## src/pkg/psc_pkg.sv

```systemverilog
package psc_pkg;
   // Power state of the whole device
   typedef enum logic [1:0] {
      PSC_OFF,
      PSC_ACTIVE,
      PSC_SLEEP
   } psc_pstate_e;

   // Transition sequence identifiers, also the slot index in the OTP table
   localparam logic [2:0] SEQ_OFF_TO_ACTIVE = 3'h0;
   localparam logic [2:0] SEQ_ACTIVE_TO_OFF = 3'h1;
   localparam logic [2:0] SEQ_SLEEP_TO_OFF = 3'h2;
   localparam logic [2:0] SEQ_ACTIVE_TO_SLEEP = 3'h3;
   localparam logic [2:0] SEQ_SLEEP_TO_ACTIVE = 3'h4;
   localparam int NUM_SEQ = 5;

   // Request bit positions on req_i
   localparam int REQ_ON = 0;
   localparam int REQ_OFF = 1;
   localparam int REQ_WAKE = 2;
   localparam int REQ_SLEEP = 3;

   // One sequence step: {delay, vcode, enable, resource, valid}
   localparam int STEP_VALID = 0;
   localparam int STEP_RES = 1;
   localparam int STEP_RES_W = 5;
   localparam int STEP_EN = 6;
   localparam int STEP_VCODE = 7;
   localparam int STEP_DELAY = 15;
   localparam int STEP_DELAY_W = 4;
   localparam int STEP_W = 19;

   // Resource indices with special roles
   localparam logic [4:0] RES_DUAL_PHASE_RAIL_A = 5'h00;
   localparam logic [4:0] RES_SINGLE_PHASE_RAIL_A = 5'h01;
   localparam logic [4:0] RES_DUAL_PHASE_RAIL_B = 5'h02;
   localparam logic [4:0] RES_SINGLE_PHASE_RAIL_B = 5'h03;
   localparam logic [4:0] RES_MID_CURRENT_RAIL = 5'h04;
   localparam logic [4:0] RES_LOW_CURRENT_RAIL = 5'h05;
   localparam int NUM_SWITCHERS = 7;

   // Switcher voltage code layout: bit 7 range select, bits 6:0 step
   localparam int VCODE_RANGE = 7;
   localparam logic [6:0] SWITCHER_STEP_MAX = 7'h73;
   localparam logic [7:0] LINEAR_CODE_MAX = 8'h31;

   // Reset values
   localparam logic [7:0] VCODE_RST = 8'h00;
endpackage

```

## src/psc_power_state_controller.sv

```systemverilog
`timescale 1ns/1ps
`default_nettype none
module psc_power_state_controller #(
   parameter int NUM_RES = 22,
   parameter int STEPS = 8
) (
   // Clock and reset
   input wire logic mclk_i,
   input wire logic rst_i,
   // Power requests and pins, asynchronous
   input wire logic [3:0] req_i,
   input wire logic osc32k_i,
   input wire logic sleep_request_pin_n_i,
   input wire logic first_enable_pin_i,
   input wire logic roof_floor_i,
   // OTP configuration, static
   input wire logic [NUM_RES-1:0] otp_def_en_i,
   input wire logic [NUM_RES*8-1:0] otp_def_vcode_i,
   input wire logic [psc_pkg::NUM_SEQ*STEPS*psc_pkg::STEP_W-1:0] otp_seq_i,
   input wire logic [NUM_RES-1:0] otp_sleep_map_i,
   input wire logic [NUM_RES-1:0] otp_en1_map_i,
   input wire logic [NUM_RES-1:0] otp_rf_map_i,
   input wire logic merge_a_i,
   input wire logic merge_b_i,
   // Host register port, same clock
   input wire logic host_wr_i,
   input wire logic [4:0] host_res_i,
   input wire logic host_en_i,
   input wire logic [7:0] host_vcode_i,
   input wire logic [7:0] roof_vcode_i,
   input wire logic [7:0] floor_vcode_i,
   // Dedicated DVS port, same clock
   input wire logic dvs_wr_i,
   input wire logic [1:0] dvs_sel_i,
   input wire logic [7:0] dvs_vcode_i,
   // Resource outputs
   output logic [NUM_RES-1:0] rail_on_o,
   output logic [NUM_RES*8-1:0] rail_vcode_o,
   output logic [3:0] ext_en_o,
   // Status
   output logic [1:0] power_state_o,
   output logic seq_busy_o,
   output logic [NUM_RES-1:0] host_rd_en_o,
   output logic [NUM_RES*8-1:0] host_rd_vcode_o
);
   typedef enum logic [1:0] {
      FSM_BOOT,
      FSM_IDLE,
      FSM_RUN,
      FSM_WAIT
   } psc_fsm_e;

   typedef struct packed {
      psc_fsm_e fsm;
      psc_pkg::psc_pstate_e pstate;
      logic [2:0] seq;
      logic [$clog2(STEPS+1)-1:0] step;
      logic [psc_pkg::STEP_DELAY_W-1:0] wait_cnt;
      logic [3:0] pend;
      logic [3:0] req_s1;
      logic [3:0] req_s2;
      logic [3:0] req_prev;
      logic [2:0] osc_sync;
      logic [1:0] slp_sync;
      logic [1:0] en1_sync;
      logic [2:0] rf_sync;
      logic [NUM_RES-1:0] en;
      logic [NUM_RES-1:0][7:0] vcode;
      logic [NUM_RES-1:0] on_out;
      logic [NUM_RES-1:0][7:0] vcode_out;
   } psc_state_s;

   psc_state_s s;
   psc_state_s next_s;

   // DVS selector to resource index
   function automatic logic [4:0] dvs_target(input logic [1:0] sel);
      case (sel)
         2'h0: dvs_target = psc_pkg::RES_DUAL_PHASE_RAIL_A;
         2'h1: dvs_target = psc_pkg::RES_DUAL_PHASE_RAIL_B;
         2'h2: dvs_target = psc_pkg::RES_MID_CURRENT_RAIL;
         default: dvs_target = psc_pkg::RES_LOW_CURRENT_RAIL;
      endcase
   endfunction

   // Clamp a code into the legal span of its resource type
   function automatic logic [7:0] legal_code(input logic [4:0] res, input logic [7:0] code);
      if (int'(res) < psc_pkg::NUM_SWITCHERS) begin
         legal_code = code;
         if (code[6:0] > psc_pkg::SWITCHER_STEP_MAX) begin
            legal_code[6:0] = psc_pkg::SWITCHER_STEP_MAX;
         end
      end else if (code > psc_pkg::LINEAR_CODE_MAX) begin
         legal_code = psc_pkg::LINEAR_CODE_MAX;
      end else begin
         legal_code = code;
      end
   endfunction

   logic [psc_pkg::STEP_W-1:0] entry;
   logic tick;
   logic [3:0] edges;
   logic [3:0] legal;
   logic [4:0] ent_res;
   logic [4:0] dvs_res;

   assign tick = s.osc_sync[1] & ~s.osc_sync[2];
   assign edges = s.req_s2 & ~s.req_prev;
   assign entry = otp_seq_i[(int'(s.seq) * STEPS + int'(s.step)) * psc_pkg::STEP_W +:
      psc_pkg::STEP_W];
   assign ent_res = entry[psc_pkg::STEP_RES +: psc_pkg::STEP_RES_W];
   assign dvs_res = dvs_target(dvs_sel_i);

   // Requests that make sense in the present power state
   always_comb begin
      legal = 4'h0;
      case (s.pstate)
         psc_pkg::PSC_OFF: legal[psc_pkg::REQ_ON] = 1'b1;
         psc_pkg::PSC_ACTIVE: begin
            legal[psc_pkg::REQ_OFF] = 1'b1;
            legal[psc_pkg::REQ_SLEEP] = 1'b1;
         end
         psc_pkg::PSC_SLEEP: begin
            legal[psc_pkg::REQ_OFF] = 1'b1;
            legal[psc_pkg::REQ_WAKE] = 1'b1;
         end
         default: legal = 4'h0;
      endcase
   end

   // Next-state logic for the whole controller
   always_comb begin
      next_s = s;
      // Synchronisers; the second stage feeds logic, and a third stage feeds the edge detectors
      next_s.req_s1 = req_i;
      next_s.req_s2 = s.req_s1;
      next_s.req_prev = s.req_s2;
      next_s.osc_sync = {s.osc_sync[1:0], osc32k_i};
      next_s.slp_sync = {s.slp_sync[0], sleep_request_pin_n_i};
      next_s.en1_sync = {s.en1_sync[0], first_enable_pin_i};
      next_s.rf_sync = {s.rf_sync[1:0], roof_floor_i};
      // Requests latch until served, so none is lost mid-sequence
      next_s.pend = s.pend | edges;

      // Host writes first; a sequencer step in the same cycle wins
      if (host_wr_i && int'(host_res_i) < NUM_RES) begin
         next_s.en[host_res_i] = host_en_i;
         next_s.vcode[host_res_i] = legal_code(host_res_i, host_vcode_i);
      end
      if (dvs_wr_i) begin
         next_s.vcode[dvs_res] = legal_code(dvs_res, dvs_vcode_i);
      end
      // Roof/floor pin swaps mapped rails between two set points
      if (s.rf_sync[1] != s.rf_sync[2]) begin
         for (int i = 0; i < NUM_RES; i++) begin
            if (otp_rf_map_i[i]) begin
               next_s.vcode[i] = legal_code(5'(i),
                  s.rf_sync[1] ? roof_vcode_i : floor_vcode_i);
            end
         end
      end

      case (s.fsm)
         FSM_BOOT: begin
            // Defaults stay until something writes the resource
            next_s.en = otp_def_en_i;
            for (int i = 0; i < NUM_RES; i++) begin
               next_s.vcode[i] = otp_def_vcode_i[i*8 +: 8];
            end
            next_s.fsm = FSM_IDLE;
         end
         FSM_IDLE: begin
            next_s.step = '0;
            // Stale requests for the wrong state are dropped
            next_s.pend = (s.pend & legal) | edges;
            if (s.pend[psc_pkg::REQ_OFF] && legal[psc_pkg::REQ_OFF]) begin
               next_s.seq = (s.pstate == psc_pkg::PSC_SLEEP) ?
                  psc_pkg::SEQ_SLEEP_TO_OFF : psc_pkg::SEQ_ACTIVE_TO_OFF;
               next_s.pend[psc_pkg::REQ_OFF] = edges[psc_pkg::REQ_OFF];
               next_s.fsm = FSM_RUN;
            end else if (s.pend[psc_pkg::REQ_SLEEP] && legal[psc_pkg::REQ_SLEEP]) begin
               next_s.seq = psc_pkg::SEQ_ACTIVE_TO_SLEEP;
               next_s.pend[psc_pkg::REQ_SLEEP] = edges[psc_pkg::REQ_SLEEP];
               next_s.fsm = FSM_RUN;
            end else if (s.pend[psc_pkg::REQ_WAKE] && legal[psc_pkg::REQ_WAKE]) begin
               next_s.seq = psc_pkg::SEQ_SLEEP_TO_ACTIVE;
               next_s.pend[psc_pkg::REQ_WAKE] = edges[psc_pkg::REQ_WAKE];
               next_s.fsm = FSM_RUN;
            end else if (s.pend[psc_pkg::REQ_ON] && legal[psc_pkg::REQ_ON]) begin
               next_s.seq = psc_pkg::SEQ_OFF_TO_ACTIVE;
               next_s.pend[psc_pkg::REQ_ON] = edges[psc_pkg::REQ_ON];
               next_s.fsm = FSM_RUN;
            end
         end
         FSM_RUN: begin
            if (int'(s.step) >= STEPS || !entry[psc_pkg::STEP_VALID]) begin
               // End of table: commit the new power state
               case (s.seq)
                  psc_pkg::SEQ_OFF_TO_ACTIVE: next_s.pstate = psc_pkg::PSC_ACTIVE;
                  psc_pkg::SEQ_SLEEP_TO_ACTIVE: next_s.pstate = psc_pkg::PSC_ACTIVE;
                  psc_pkg::SEQ_ACTIVE_TO_SLEEP: next_s.pstate = psc_pkg::PSC_SLEEP;
                  default: next_s.pstate = psc_pkg::PSC_OFF;
               endcase
               next_s.fsm = FSM_IDLE;
            end else begin
               // A step is a register write to any resource plus a delay count
               if (int'(ent_res) < NUM_RES) begin
                  next_s.en[ent_res] = entry[psc_pkg::STEP_EN];
                  next_s.vcode[ent_res] = legal_code(ent_res,
                     entry[psc_pkg::STEP_VCODE +: 8]);
               end
               next_s.wait_cnt = entry[psc_pkg::STEP_DELAY +: psc_pkg::STEP_DELAY_W];
               if (entry[psc_pkg::STEP_DELAY +: psc_pkg::STEP_DELAY_W] != '0) begin
                  next_s.fsm = FSM_WAIT;
               end else begin
                  next_s.step = s.step + 1'b1;
               end
            end
         end
         FSM_WAIT: begin
            // Slot timing comes from the slow RC clock, not mclk
            if (tick) begin
               next_s.wait_cnt = s.wait_cnt - 1'b1;
               if (s.wait_cnt == 4'h1) begin
                  next_s.step = s.step + 1'b1;
                  next_s.fsm = FSM_RUN;
               end
            end
         end
         default: next_s.fsm = FSM_IDLE;
      endcase

      // Output view: merges, pin gating and the zero-code switch-off
      for (int i = 0; i < NUM_RES; i++) begin
         next_s.on_out[i] = next_s.en[i]
            & (~otp_sleep_map_i[i] | s.slp_sync[1])
            & (~otp_en1_map_i[i] | s.en1_sync[1]);
         if (i < psc_pkg::NUM_SWITCHERS && next_s.vcode[i] == psc_pkg::VCODE_RST) begin
            next_s.on_out[i] = 1'b0;
         end
         next_s.vcode_out[i] = next_s.vcode[i];
      end
      // Partner phases follow the dual-phase master as one resource
      if (merge_a_i) begin
         next_s.on_out[psc_pkg::RES_SINGLE_PHASE_RAIL_A] =
            next_s.on_out[psc_pkg::RES_DUAL_PHASE_RAIL_A];
         next_s.vcode_out[psc_pkg::RES_SINGLE_PHASE_RAIL_A] =
            next_s.vcode[psc_pkg::RES_DUAL_PHASE_RAIL_A];
      end
      if (merge_b_i) begin
         next_s.on_out[psc_pkg::RES_SINGLE_PHASE_RAIL_B] =
            next_s.on_out[psc_pkg::RES_DUAL_PHASE_RAIL_B];
         next_s.vcode_out[psc_pkg::RES_SINGLE_PHASE_RAIL_B] =
            next_s.vcode[psc_pkg::RES_DUAL_PHASE_RAIL_B];
      end
   end

   // State register; reset clears all, BOOT then loads OTP defaults
   always_ff @(posedge mclk_i or posedge rst_i) begin
      if (rst_i) begin
         s <= '0;
      end else begin
         s <= next_s;
      end
   end

   // Outputs
   assign rail_on_o = s.on_out;
   assign rail_vcode_o = s.vcode_out;
   assign ext_en_o = s.on_out[NUM_RES-1 -: 4];
   assign power_state_o = s.pstate;
   assign seq_busy_o = (s.fsm == FSM_RUN) || (s.fsm == FSM_WAIT);
   assign host_rd_en_o = s.en;
   assign host_rd_vcode_o = s.vcode;
endmodule
`default_nettype wire

```

## config.mk

```make
export PLATFORM = sky130hd
export DESIGN_NAME = psc_power_state_controller
export DESIGN_NICKNAME = d
export VERILOG_FILES = /design/src/pkg/psc_pkg.sv /design/src/psc_power_state_controller.sv
export SDC_FILE = /design/constraint.sdc
export NUM_CORES = 1
export LEC_CHECK = 0
export BUFFER_PORTS_ARGS = -buffer_cell sky130_fd_sc_hd__buf_2
export CAP_MARGIN = 10
export CELL_PAD_IN_SITES_DETAIL_PLACEMENT = 0
export CELL_PAD_IN_SITES_GLOBAL_PLACEMENT = 1
export CORE_AREA = 5 5 572 574
export DETAILED_ROUTE_END_ITERATION = 8
export DIE_AREA = 0 0 577 579
export HOLD_SLACK_MARGIN = 0.12
export PLACE_DENSITY_LB_ADDON = 0.1
export SLEW_MARGIN = 20
export SYNTH_ARGS = -nofsm -noshare
export SYNTH_HDL_FRONTEND = slang
export SYNTH_SLANG_ARGS = --single-unit
```

## constraint.sdc

```tcl
create_clock -name mclk_i -period 9.55 [get_ports mclk_i]
set_input_delay 0.4775 -clock mclk_i [delete_from_list [all_inputs] [get_ports mclk_i]]
set_output_delay 0.4775 -clock mclk_i [all_outputs]
set_load 0.05 [all_outputs]
```

Word-level counts from Yosys, hierarchy flattened
Cells that the tools add are included.
{"block": "op_classes", "reduce_logical": 33, "mul": 1, "div_mod_pow": 0, "n_eq_ne": 17, "bitwise_logic": 139, "mux": 107, "addsub": 3, "n_shift": 1, "order_cmp": 20}
{"op": "variable part select 760 x 13 -> 19 bit", "n": 1}
{"op": "two-way mux 198 bit", "n": 3}
{"op": "bitwise mux 176 bit", "n": 3}
{"op": "one-hot mux 198 bit (2 select lines)", "n": 1}
{"op": "two-way mux 176 bit", "n": 2}
{"op": "two-way mux 8 bit", "n": 42}
{"op": "demux 8 bit (select 5 bit)", "n": 3}
{"op": "logical NOT 8 bit", "n": 7}
{"op": "AND 1 bit", "n": 45}
{"op": "NOT 1 bit", "n": 45}
{"op": "bitwise mux 22 bit", "n": 2}
{"op": "bitwise OR 1 bit", "n": 44}
{"op": "> comparator 8 x 6 -> 1 bit, second input constant", "n": 4}
{"op": "> comparator 7 bit, second input constant", "n": 4}
{"op": "two-way mux 7 bit", "n": 4}
{"op": "two-way mux 1 bit", "n": 23}
{"op": "two-way mux 2 bit", "n": 10}
{"op": "< comparator 5 x 6 -> 1 bit, second input constant", "n": 3}
{"op": ">= comparator 5 x 1 -> 1 bit, second input constant", "n": 3}
{"op": "< comparator 5 x 3 -> 1 bit, second input constant", "n": 3}
{"op": "multiplier 7 x 5 -> 12 bit, second input constant", "n": 1}
{"op": "two-way mux 3 bit", "n": 4}
{"op": "two-way mux 4 bit", "n": 3}
{"op": "one-hot mux 4 bit (3 select lines)", "n": 1}
{"op": "35 further kinds", "n": 60}
{"block": "totals", "ff_bits": 277, "output_inout_bits": 403, "inputBits": 1078, "mem_bits_ro": 0, "word_cells": 360, "ram_bits": 0, "memories": 0, "latchBits": 0}

Logic depth before layout (Yosys ltp)
{"block": "depth", "word_depth": 18, "ltp_mapped": 21, "depth_no_buf": 14}

Worst setup path before layout
No wires, ideal clock.
{"block": "synth_timing", "kind": "register to register", "start": "register s[429] in the netlist's numbering", "end": "register s (netlist bit rail_on_o[1])", "slack_ps": 5525, "path_buffers": 1, "t_required_ps": 9418, "stages_incl_launch_ff": 16, "synth_period_minus_slack_ps": 4025, "setup_ps": 132, "t_arrival_ps": 3893, "cell_sequence": "dfrtp_1 > ha_1 > ha_1 > xnor2_1 > nand2_1 > nor3_1 > a41oi_1 > and3b_1 > nand2b_1 > buf_6 > or3_1 > o221a_2 > a311o_1 > or4b_1 > nor4_2 > o22ai_1"}
{"item": "start, declared", "line": "psc_power_state_controller.sv:73", "text": "psc_state_s s;"}
{"item": "start signal, assigned", "line": "psc_power_state_controller.sv:263", "text": "s <= next_s;"}

==> impl_metrics.yaml <==
run_status:
  status: "complete, no violations"
place:
  io_buffers: 1480
  hpwl_um: 241000
  dp_cells: 8318
  post-place-ws_ns: 2.98
  placed_area_mm2: 0.0370
  place_congestion: 0.827
power:
  internal_power_uw: 5710
  p_sw_uw: 9280
  p_sw_share_pct: 61.9
  powerDensity_mw_per_mm2: 371
  ir_drop_uv: 195
  combPwrFrac_pct: 70.7
  clkPwrFrac_pct: 12.4
  p_seq_share_pct: 16.9
  p_leak_uw: 0.0170
synthesis:
  synth.top_cell.area_share_pct: 25.6
  yosysWarnings: 0
  synth_area_leaders: "dfrtp_1, mux4_2, buf_4"
  synth_seq_area_share_pct: 25.6
  synth_edf_count: 0
  synthCells: 3054
  ys_top_cells_by_count: "buf_4, nand2_1, nor2_1"
  yosys_register_bits: 277
  synth.most_common_cell: "buf_4"
  async_flop_share_pct: 100
  synth.distinct_cells: 84
  synth.net_count: 4141
  netlist_area_mm2: 0.0271
  syn_area_per_cell_um2: 8.88
  ys_dominant_reg_cell: "dfrtp_1"
  synth_area_leader_cell: "dfrtp_1"
timing:
  max_freq_ghz: 0.160
  final-hold-violation-count: 0
  skew_ns: 0.0335
  finalSetupTns_ns: 0
  finalCritPeriodShare_pct: 65.6
  slew_headroom_pct: 28.6
  finalCriticalPeriod_ns: 6.26
  final_max_slew_viol_count: 0
  worstMarginPinSlew_ns: 1.07
  worst_slack_ns: 3.29
  rsz0062_at_grt: "false"
  setup_violations: 0
clock_network:
  cts_tree: "built"
  cts-buffers-inserted: 46
  clockBufferDepth: 3
  root_buffer: "clkbuf_16"
  path_clk_slew_ns: 0.06
  clock_latency_ns: 0.67
  htree_levels: 2
  clock-sinks: 277
  cts_resized: 0
  cts_setup_buffers: 0
route:
  drcViolationCount: 0
  wl_um: 288000
  wl_per_cell_um: 33.2
  firstDrtPassIters: 7
  ant_nets: 0
  vias_per_cell: 3.51
  vias: 30456
  drt_iter0_drc: 1686
layout:
  finalNetCount: 5291
  areaGrowthSynthToFinish_pct: 49.2
  drive_gt1_share_pct: 48.2
  finalInstanceArea_mm2: 0.0405
  final_cells: 8671
  fillers: 37501
floorplanning:
  dieArea_mm2: 0.334
  die-height_um: 579
  start_util_pct: 8.42
  num_io_pins: 1481
  core_mm2: 0.322
  rows: 209
  die-width_um: 577
setup_path:
  path_cells: "ha_2, buf_4, nor2_1, nand2_2, nor4_1, a41oi_2, or3b_2, nor2_1, buf_4, o21ai_0, a41o_1, nor3_1, o2111ai_1, nor4_1, o22ai_1"
  arrival_ns: 6.76
  cp_num_cells: 15
  crit_required_ns: 10.05
  rrSetupSlack_ns: 3.29
  cpMaxStageDelayCell: "or3b_2"
  worst_path_dominant_cell_family: "simple AND/OR/NAND/NOR gates"
  timing.rr.start: "s[429]$_DFFE_PP0P_"
  r2r_end: "rail_on_o[3]$_DFF_PP0_"
  critPathCapture: "rail_on_o[3]$_DFF_PP0_"
  cp_num_buf_inv: 2
  reg2reg_depth: 15
  max_stage_delay_ns: 0.71
  start_kind: "register"
  critPathLaunch: "s[429]$_DFFE_PP0P_"
  crit_fanout: 23
  worst_setup_path_end_kind: "register"
  worstSetupPathType: "register to register"
job:
  maxCapViolCount: 0
global_routing:
  grt_pass1_vias: 32281
  grt_pass1_wl_um: 360000
  grt_max_degree: 111
  grt_usage_pct: 16.4
  overflow: 0
  antenna_found_initial: 212
worst_hold_path:
  hold_path.class: "input pin to register"
  holdPathStages: 3
how the worst min path moves through the flow:
| stage | startpoint | endpoint | slack (ns) |
|---|---|---|---|
| after floorplan | next_s[397]$_DFF_PP0_ | next_s[398]$_DFF_PP0_ | 0.33 |
| after global placement | next_s[402]$_DFF_PP0_ | s[402]$_DFF_PP0_ | 0.33 |
| after detailed placement | next_s[413]$_DFF_PP0_ | next_s[409]$_DFF_PP0_ | 0.34 |
| after CTS | otp_def_vcode_i[105] | rail_vcode_o[105]$_DFF_PP0_ | 0.12 |
| after global routing | otp_def_vcode_i[153] | rail_vcode_o[153]$_DFF_PP0_ | 0.14 |
| final | otp_def_vcode_i[42] | rail_vcode_o[42]$_DFF_PP0_ | 0.19 |
cell families after synthesis:
kind of cell / synth area share (%)
AOI/OAI and AO/OA: 20.7
xor gates and xnor gates: 0.189
adders and majority gates: 0.415
buffers and inverters: 15.7
DFF: 25.6
muxes: 23.3
and+or+nand+nor: 14.1
final cells by class:
cell class	count	area, um^2	area share [%]
well taps	4325	5410	13.4
clock buffers	62	1330	3.29
flip-flops and latches	277	6950	17.2
multi-input cells	2107	16300	40.2
inverters	34	138	0.340
repair buffers	1738	9840	24.3
clock inverters	23	249	0.615
diodes	105	263	0.649
what timing repair did:
action | in CTS | in global routing
endpoints found under the hold margin | 218 | 0
hold buffers | 163 | 0
endpoints found under the setup margin | 0 | 0
flip-flops by register name (all words and copies together), names as in the netlist:
name	cells
rail_on_o	22
s	25
host_rd_en_o	22
rail_vcode_o	176
power_state_o	2
next_s	14
host_rd_vcode_o	16
through the flow:
| stage | util (%) | total power, uW | hold WS, ns |
|---|---|---|---|
| after floorplan | - | 9910 | 0.331 |
| after global placement | 11.5 | 13600 | 0.334 |
| after detailed placement | 11.5 | 13500 | 0.337 |
| after CTS | 12.5 | 15600 | 0.120 |
| after global routing | 12.5 | 15900 | 0.138 |
| final | 12.6 | 15000 | 0.192 |
power by group through the flow:
stage               registers, uW  clock network [uW]  logic (uW)
finish                       2530                1860       10600
global placement             2600                   0       11000
detailed placement           2610                   0       10900
global route                 2610                1980       11300
CTS                          2590                1960       11000
floorplan                    1970                   0        7940
layout by cell type, fill, tap and decap left out, types with 39 or more instances in the layout:
cell type	count
nand2_1	303
mux4_2	154
and2_1	45
nor2_1	277
dlygate4sd3_1	163
buf_2	1480
a22o_1	39
o21ai_0	167
buf_4	88
nand3_1	42
diode_2	105
a221oi_1	71
a22oi_1	59
mux2i_1	188
a21oi_1	189
o221a_2	53
a211oi_1	52
nor3_1	39
mux2_2	85
dfrtp_1	272
clkbuf_16	47
tightest hold or removal path, delay by kind of cell:
family / cells / cell delay, ns
compound gates: 2 / 0.21
buf+inv: 1 / 0.09
layer usage:
layer  share of wire, %  vias up  GRT usage [%]
met3                5.3      400           3.36
met2                 55     1315           32.3
li1                   -    13433              -
met5               0.21        -              0
met1                 37    15206           17.8
met4                2.9      102           3.52
Power figures use the tool's default switching activity.
